### src/aprs_consts.vh
// Constants for the axis position, ramp and stop logic
// Overview of operation
// - Zero at transmitter, rising away from it
// - Origin shift added modulo 65536
// - Count sense 65535 inverts, 0 keeps normal
// - Inverted count is 65536 minus raw count, before the shift
// - Target behind near bound goes to near
// - Target beyond far bound goes to far
// - Load-parameters command adopts staged parameters
// - Default ramps are lengths in position units
// - Mode bit 16 selects rate ramps
// - Rate distance is speed squared over 2000*rate
// - Sample position every two milliseconds
// - Obstruction sets status bit 10
// - Masks pick ramped halt or immediate stop
// - Detection only at 1 inch/second or faster
// - Obstruction flagged 10 ms after onset
// - Save-null command stores current null
// - Restore-null command reloads stored null
`ifndef APRS_CONSTS_VH
`define APRS_CONSTS_VH
`define APRS_CLK_MHZ 125
`define APRS_SAMPLE_US 2000
`define APRS_DETECT_US 10000
`define APRS_SAMPLE_CYC (`APRS_SAMPLE_US * `APRS_CLK_MHZ)
`define APRS_DETECT_SAMPLES (`APRS_DETECT_US / `APRS_SAMPLE_US)
`define APRS_MIN_SPEED 16'h03e8
`define APRS_MIN_STEP 16'h0002
`define APRS_RAMP_K 16'h07d0
`define APRS_INVERT_SENSE 16'hffff
`define APRS_MODE_RATE_BIT 16
`define APRS_STAT_OBSTRUCT_BIT 10
`define APRS_CMD_LOAD 8'h50
`define APRS_CMD_SAVE 8'h53
`define APRS_CMD_RESTORE 8'h52
`define APRS_NULL_RESET 16'h0000
`endif

### src/aprs_ramp_calc.v
// Ramp distance calculator: distance or rate interpretation
`timescale 1ns/1ns
`include "aprs_consts.vh"
module aprs_ramp_calc #(
    parameter W = 16
) (
    input wire sys_clk, // System clock
    input wire rst, // Async reset, active high
    input wire rate_mode, // Ramp values are rates
    input wire [W-1:0] speed, // Commanded speed
    input wire [W-1:0] ramp_val, // Accel or decel field
    output reg [W-1:0] ramp_dist // Resulting ramp length
);
    wire [2*W-1:0] spd_sq;
    wire [2*W-1:0] denom;
    wire [2*W-1:0] quot;
    assign spd_sq = speed * speed;
    assign denom = `APRS_RAMP_K * ramp_val;
    // Zero rate would divide by zero; treat as full ramp
    assign quot = (denom == {(2*W){1'b0}}) ? {(2*W){1'b1}} : spd_sq / denom;

    ////////////////////////////////////////////////////////////////
    // Registered result, saturated to the field width
    always @(posedge sys_clk or posedge rst)
    begin
        if (rst)
            ramp_dist <= {W{1'b0}};
        else if (rate_mode)
            ramp_dist <= (quot[2*W-1:W] != {W{1'b0}}) ? {W{1'b1}} : quot[W-1:0];
        else
            ramp_dist <= ramp_val;
    end
endmodule // aprs_ramp_calc

### src/aprs_axis.v
// Per-axis position conversion, clamp, ramps, obstruction and null store
`timescale 1ns/1ns
`include "aprs_consts.vh"
module aprs_axis #(
    parameter SAMPLE_CYC = `APRS_SAMPLE_CYC,
    parameter DETECT_SAMPLES = `APRS_DETECT_SAMPLES
) (
    input wire sys_clk, // System clock
    input wire rst, // Async reset, active high
    input wire [15:0] raw_pos, // Raw transducer count
    input wire [15:0] init_offset, // Staged origin shift
    input wire [15:0] init_direction, // Staged count sense
    input wire [15:0] init_extend_lim, // Staged far bound
    input wire [15:0] init_retract_lim, // Staged near bound
    input wire [15:0] init_transmitter, // Staged transmitter position
    input wire [31:0] mode_word, // Mode word
    input wire [15:0] accel_val, // Accel field
    input wire [15:0] decel_val, // Decel field
    input wire [15:0] speed, // Commanded speed
    input wire [15:0] req_pos, // Requested position
    input wire [7:0] cmd_letter, // Command letter
    input wire cmd_valid, // Command strobe, one cycle
    input wire axis_moving, // Motion in progress
    input wire halt_mask_n, // Low enables stop on obstruction
    input wire estop_mask_n, // Low selects immediate stop
    input wire [15:0] cur_null, // Live null from servo loop
    input wire obstruct_clear, // Clears obstruction flag
    output reg [15:0] act_pos, // Converted actual position
    output reg [15:0] target_pos, // Clamped target
    output wire [15:0] accel_dist, // Accel ramp length
    output wire [15:0] decel_dist, // Decel ramp length
    output reg [15:0] status_word, // Status word
    output reg halt_req, // Ramped halt request
    output reg estop_req, // Immediate stop request
    output reg [15:0] null_out, // Active null
    output reg null_load, // Null reload pulse
    output reg params_loaded // Parameters adopted
);
    reg [15:0] offset_reg, direction_reg, ext_lim_reg, ret_lim_reg, xmit_reg;
    reg [15:0] saved_null_reg;
    reg [31:0] tick_cnt_reg;
    reg [15:0] last_pos_reg;
    reg [3:0] slow_cnt_reg;
    reg obstruct_reg;
    wire [15:0] sensed;
    wire [15:0] pos_next;
    wire tick;
    wire [15:0] step;
    wire stalled;
    wire [15:0] rel_req, rel_ret, rel_ext;

    // Command decode shared by every command letter
    function is_cmd;
        input valid;
        input [7:0] letter;
        input [7:0] code;
        begin
            is_cmd = valid && (letter == code);
        end
    endfunction

    ////////////////////////////////////////////////////////////////
    // Position conversion: sense first, then shift
    assign sensed = (direction_reg == `APRS_INVERT_SENSE) ? (16'h0000 - raw_pos) : raw_pos;
    assign pos_next = sensed + offset_reg;
    always @(posedge sys_clk or posedge rst)
    begin
        if (rst)
            act_pos <= 16'h0000;
        else
            act_pos <= pos_next;
    end

    ////////////////////////////////////////////////////////////////
    // Parameter adoption and null store
    always @(posedge sys_clk or posedge rst)
    begin
        if (rst)
        begin
            offset_reg <= 16'h0000;
            direction_reg <= 16'h0000;
            ext_lim_reg <= 16'hffff;
            ret_lim_reg <= 16'h0000;
            xmit_reg <= 16'h0000;
            params_loaded <= 1'b0;
            saved_null_reg <= `APRS_NULL_RESET;
            null_out <= `APRS_NULL_RESET;
            null_load <= 1'b0;
        end
        else
        begin
            null_load <= 1'b0;
            if (is_cmd(cmd_valid, cmd_letter, `APRS_CMD_LOAD))
            begin
                offset_reg <= init_offset;
                direction_reg <= init_direction;
                ext_lim_reg <= init_extend_lim;
                ret_lim_reg <= init_retract_lim;
                xmit_reg <= init_transmitter;
                params_loaded <= 1'b1;
            end
            if (is_cmd(cmd_valid, cmd_letter, `APRS_CMD_SAVE))
                saved_null_reg <= cur_null;
            if (is_cmd(cmd_valid, cmd_letter, `APRS_CMD_RESTORE))
            begin
                null_out <= saved_null_reg;
                null_load <= 1'b1;
            end
        end
    end

    ////////////////////////////////////////////////////////////////
    // Target clamp, measured circularly from the transmitter so wrap is handled
    assign rel_req = req_pos - xmit_reg;
    assign rel_ret = ret_lim_reg - xmit_reg;
    assign rel_ext = ext_lim_reg - xmit_reg;
    always @(posedge sys_clk or posedge rst)
    begin
        if (rst)
            target_pos <= 16'h0000;
        else if (rel_req < rel_ret)
            target_pos <= ret_lim_reg;
        else if (rel_req > rel_ext)
            target_pos <= ext_lim_reg;
        else
            target_pos <= req_pos;
    end

    ////////////////////////////////////////////////////////////////
    // Ramp distances for both directions share one calculator form
    aprs_ramp_calc #(.W(16)) u_acc (
        .sys_clk(sys_clk),
        .rst(rst),
        .rate_mode(mode_word[`APRS_MODE_RATE_BIT]),
        .speed(speed),
        .ramp_val(accel_val),
        .ramp_dist(accel_dist)
    );
    aprs_ramp_calc #(.W(16)) u_dec (
        .sys_clk(sys_clk),
        .rst(rst),
        .rate_mode(mode_word[`APRS_MODE_RATE_BIT]),
        .speed(speed),
        .ramp_val(decel_val),
        .ramp_dist(decel_dist)
    );

    ////////////////////////////////////////////////////////////////
    // Two millisecond sample tick
    assign tick = (tick_cnt_reg == SAMPLE_CYC - 1);
    always @(posedge sys_clk or posedge rst)
    begin
        if (rst)
            tick_cnt_reg <= 32'h00000000;
        else if (tick)
            tick_cnt_reg <= 32'h00000000;
        else
            tick_cnt_reg <= tick_cnt_reg + 32'h00000001;
    end

    ////////////////////////////////////////////////////////////////
    // Obstruction: consecutive stalled samples while commanded fast enough
    assign step = (act_pos > last_pos_reg) ? act_pos - last_pos_reg : last_pos_reg - act_pos;
    assign stalled = axis_moving && (speed >= `APRS_MIN_SPEED) && (step < `APRS_MIN_STEP);
    always @(posedge sys_clk or posedge rst)
    begin
        if (rst)
        begin
            last_pos_reg <= 16'h0000;
            slow_cnt_reg <= 4'h0;
            obstruct_reg <= 1'b0;
        end
        else
        begin
            if (tick)
            begin
                last_pos_reg <= act_pos;
                if (!stalled)
                    slow_cnt_reg <= 4'h0;
                else if (slow_cnt_reg != DETECT_SAMPLES[3:0])
                    slow_cnt_reg <= slow_cnt_reg + 4'h1;
            end
            // Set wins over clear; a saturated count keeps flagging after a clear
            if (tick && stalled && slow_cnt_reg >= DETECT_SAMPLES[3:0] - 4'h1)
                obstruct_reg <= 1'b1;
            else if (obstruct_clear)
                obstruct_reg <= 1'b0;
        end
    end

    ////////////////////////////////////////////////////////////////
    // Status and stop selection
    always @(posedge sys_clk or posedge rst)
    begin
        if (rst)
        begin
            status_word <= 16'h0000;
            halt_req <= 1'b0;
            estop_req <= 1'b0;
        end
        else
        begin
            status_word <= 16'h0000;
            status_word[`APRS_STAT_OBSTRUCT_BIT] <= obstruct_reg;
            halt_req <= obstruct_reg && !halt_mask_n && estop_mask_n;
            estop_req <= obstruct_reg && !halt_mask_n && !estop_mask_n;
        end
    end
endmodule // aprs_axis

### config.mk
export PLATFORM = sky130hd
export DESIGN_NAME = aprs_axis
export DESIGN_NICKNAME = d
export VERILOG_FILES = /design/src/aprs_ramp_calc.v /design/src/aprs_axis.v
export VERILOG_INCLUDE_DIRS = /design/src
export SDC_FILE = /design/constraint.sdc
export NUM_CORES = 2
export LEC_CHECK = 0
export ABC_AREA = 1
export BUFFER_PORTS_ARGS = -buffer_cell sky130_fd_sc_hd__clkbuf_2
export CAP_MARGIN = 20
export CORE_AREA = 2 2 358 502
export CTS_CLUSTER_DIAMETER = 50
export CTS_CLUSTER_SIZE = 10
export DETAILED_ROUTE_END_ITERATION = 6
export DIE_AREA = 0 0 360 504
export SYNTH_ARGS = -nofsm -noshare
export SYNTH_HDL_FRONTEND = slang
export SYNTH_SLANG_ARGS = --single-unit
### constraint.sdc
create_clock -name sys_clk -period 8.67 [get_ports sys_clk]
set_clock_uncertainty 0.1 [all_clocks]
set_input_delay 1.734 -clock sys_clk [delete_from_list [all_inputs] [get_ports sys_clk]]
set_output_delay 1.734 -clock sys_clk [all_outputs]
set_load 0.01 [all_outputs]
==> flow_metrics.env <==
export IMPL_drv_slew=0
export IMPL_drtIter0Drc=3787
export IMPL_arrival_ps=75250
export IMPL_die_area_mm2=0.181
export IMPL_fin_crit_ps=74880
export IMPL_clk_insertion_delay_late_ps=640
export IMPL_clk_pin_slew_ps=50
export IMPL_fin_crit_sh=8.64
export IMPL_top_usage_layer="met2"
export IMPL_synth_edf_count=0
export IMPL_async_flop_share=1.00
export IMPL_synth_top_area_cell="ha_1"
export IMPL_syn_area_mm2=0.0668
export IMPL_placedCellCount=15100
export IMPL_die_w_um=360
export IMPL_tightest_slew_ps=1120
export IMPL_ys_flop_type="dfrtp_1"
export IMPL_hpwl_um=198000
export IMPL_ys_seq_area_frac=0.0880
export IMPL_area_growth_pct=64.4
export IMPL_first_global_vias=83100
export IMPL_rr_worst_depth=21
export IMPL_yosysWarnings=0
export IMPL_finalNonFillerCells=16300
export IMPL_synthTopCellsByCount="nand2_1 (2036), inv_1 (1614), ha_1 (1119)"
export IMPL_post_drt_wl_per_cell_um=16.5
export IMPL_clock_path_buffers=3
export IMPL_timing_rr_end="slow_cnt_reg[0]"
export IMPL_synth_cells=9680
export IMPL_drc_errors=1
export IMPL_io_pins=323
export IMPL_whs_endpoint="status_word[10]"
export IMPL_drive_gt1_frac=0.454
export IMPL_synth_distinct_cells=93
export IMPL_nFillCells=14700
export IMPL_htreeDepth=2
export IMPL_root_buffer="clkbuf_16"
export IMPL_finalSetupTns_ps=-1239150
export IMPL_crit_slowest_cell="fa_1"
export IMPL_gp_congestion=0.948
export IMPL_cp_common_cell="buf_4"
export IMPL_use_met1=0.291
export IMPL_drv_cap=0
export IMPL_grt_max_degree=121
export IMPL_synth_seq_cells=234
export IMPL_synth_area_leaders="ha_1 (21%), nand2_1 (11%), inv_1 (9.1%)"
export IMPL_rsz0062_at_grt="true"
export IMPL_critPathMaxFanout=8
export IMPL_numPortBuffers=276
export IMPL_finalWirelength_um=269000
export IMPL_hold_violations=0
export IMPL_timing_fmax_ghz=0.0134
export IMPL_r2r_setup_slack_ps=2690
export IMPL_grt_ovfl_total=0
export IMPL_antenna_found_initial=10
export IMPL_syn_avg_cell_area_um2=6.90
export IMPL_via_count=82100
export IMPL_clock_sinks=234
export IMPL_status="finished, violations left"
export IMPL_track_usage=0.271
export IMPL_slowest_delay_ps=580
export IMPL_fin_ws_ps=-66210
export IMPL_start_util=0.377
export IMPL_final_nets=15500
export IMPL_cp_required_ps=9040
export IMPL_cts_made_buffers=37
export IMPL_dp_slack_ps=-68600
export IMPL_cts_hold_buf=0
export IMPL_r2r_start="act_pos[13]"
export IMPL_met3_usage=0.0290
export IMPL_hold_depth=0
export IMPL_fp_dieH_um=504
export IMPL_hold_class="reg -> reg"
export IMPL_synth_top_area_frac=0.210
export IMPL_ant_nets=0
export IMPL_startpoint="speed[9]"
export IMPL_gr_usage_met2=0.517
export IMPL_setup_viol=32
export IMPL_placementRows=183
export IMPL_cts_tree="yes"
export IMPL_multi_input_area_mm2=0.0599
export IMPL_viasPerCell=5.05
export IMPL_start_kind="input port"
export IMPL_dr_pass1_iters=7
export IMPL_synth_most_common_cell="nand2_1"
export IMPL_largest_register_ff_count=32
export IMPL_slew_headroom=0.245
export IMPL_worstSetupPathType="in -> reg"
export IMPL_min_from="obstruct_reg"
export IMPL_core_mm2=0.177
export IMPL_violations="DRC, setup timing"
export IMPL_grt_pass1_wl_um=405000
export IMPL_critPathCaptureType="flop"
export IMPL_ff_latch_area_mm2=0.00588
==> cell families after synthesis <==
family,Yosys count,synth area share
adders and majority gates,1393,0.292
and+or+nand+nor,3650,0.242
xor gates and xnor gates,665,0.0882
other,1,0.0000561
muxes,119,0.0196
buffers and inverters,1861,0.116
DFF,234,0.0880
AOI/OAI and AO/OA,1757,0.154
==> worst max-delay path: cells and delay by family <==
family                   cells  cell delay [ps]
adder cells (fa/ha/maj)     35            10990
AND/OR/NAND/NOR            182            16360
buffers and inverters      219            21800
AO/OA/AOI/OAI              157            23280
XOR/XNOR                     5              870
==> metal layers <==
layer	routed length [µm]	vias up	share of wire
li1	-	40100	-
met1	101000	38700	0.38
met2	138000	2296	0.51
met4	18300	4	0.068
met5	44	-	0.00016
met3	11500	1085	0.043
==> placed cells by master, fill, tap and decap left out, types with 129 or more instances in the layout <==
cell type and count:
fa_1 262, nand3_1 292, o21ai_0 302, ha_1 983, ha_4 129, inv_1 1448
clkbuf_2 261, o21ai_2 154, xor2_1 395, nand2_1 1737, nor2_1 550, inv_2 183
dfrtp_1 218, a21oi_1 458, buf_4 3926, nand2_2 351, xnor2_1 252, a21oi_2 244
==> stage by stage <==
stage                      util  cell area, µm²  hold slack [ps]
after floorplan               -           69000              254
after global routing      0.620          110000              300
final                     0.620          110000              290
after global placement    0.530           93900              258
after detailed placement  0.530           93900              280
after CTS                 0.585          103000              294
==> area by class of cell <==
cell class,instances,share of cell area
Tap cell,2312,0.0263
Sequential cell,234,0.0535
Timing Repair Buffer,4359,0.303
Inverter,1681,0.0591
Timing Repair inverter,4,0.000296
Antenna cell,4,0.0000912
Clock inverter,16,0.00218
Clock buffer,48,0.00908
Multi-Input combinational cell,7599,0.546
==> how the worst max path moves through the flow <==
stage / endpoint / slack [ps] / cells after the start
CTS: u_acc.ramp_dist[0] / -63800 / 620
global placement: u_acc.ramp_dist[0] / -67010 / 594
finish: u_acc.ramp_dist[0] / -66210 / 598
global route: u_acc.ramp_dist[0] / -70540 / 622
floorplan: u_acc.ramp_dist[0] / -64150 / 630
detailed placement: u_acc.ramp_dist[0] / -68600 / 603
==> repair_timing <==
item	CTS	global route
gates resized for setup	481	976
buffers inserted	848	319
cloned	5	6
setup endpoints to repair	32	32
pin swaps	449	733
Power is not shown: default switching activity piles up to over one toggle a cycle in this logic, so the estimate is an artifact.
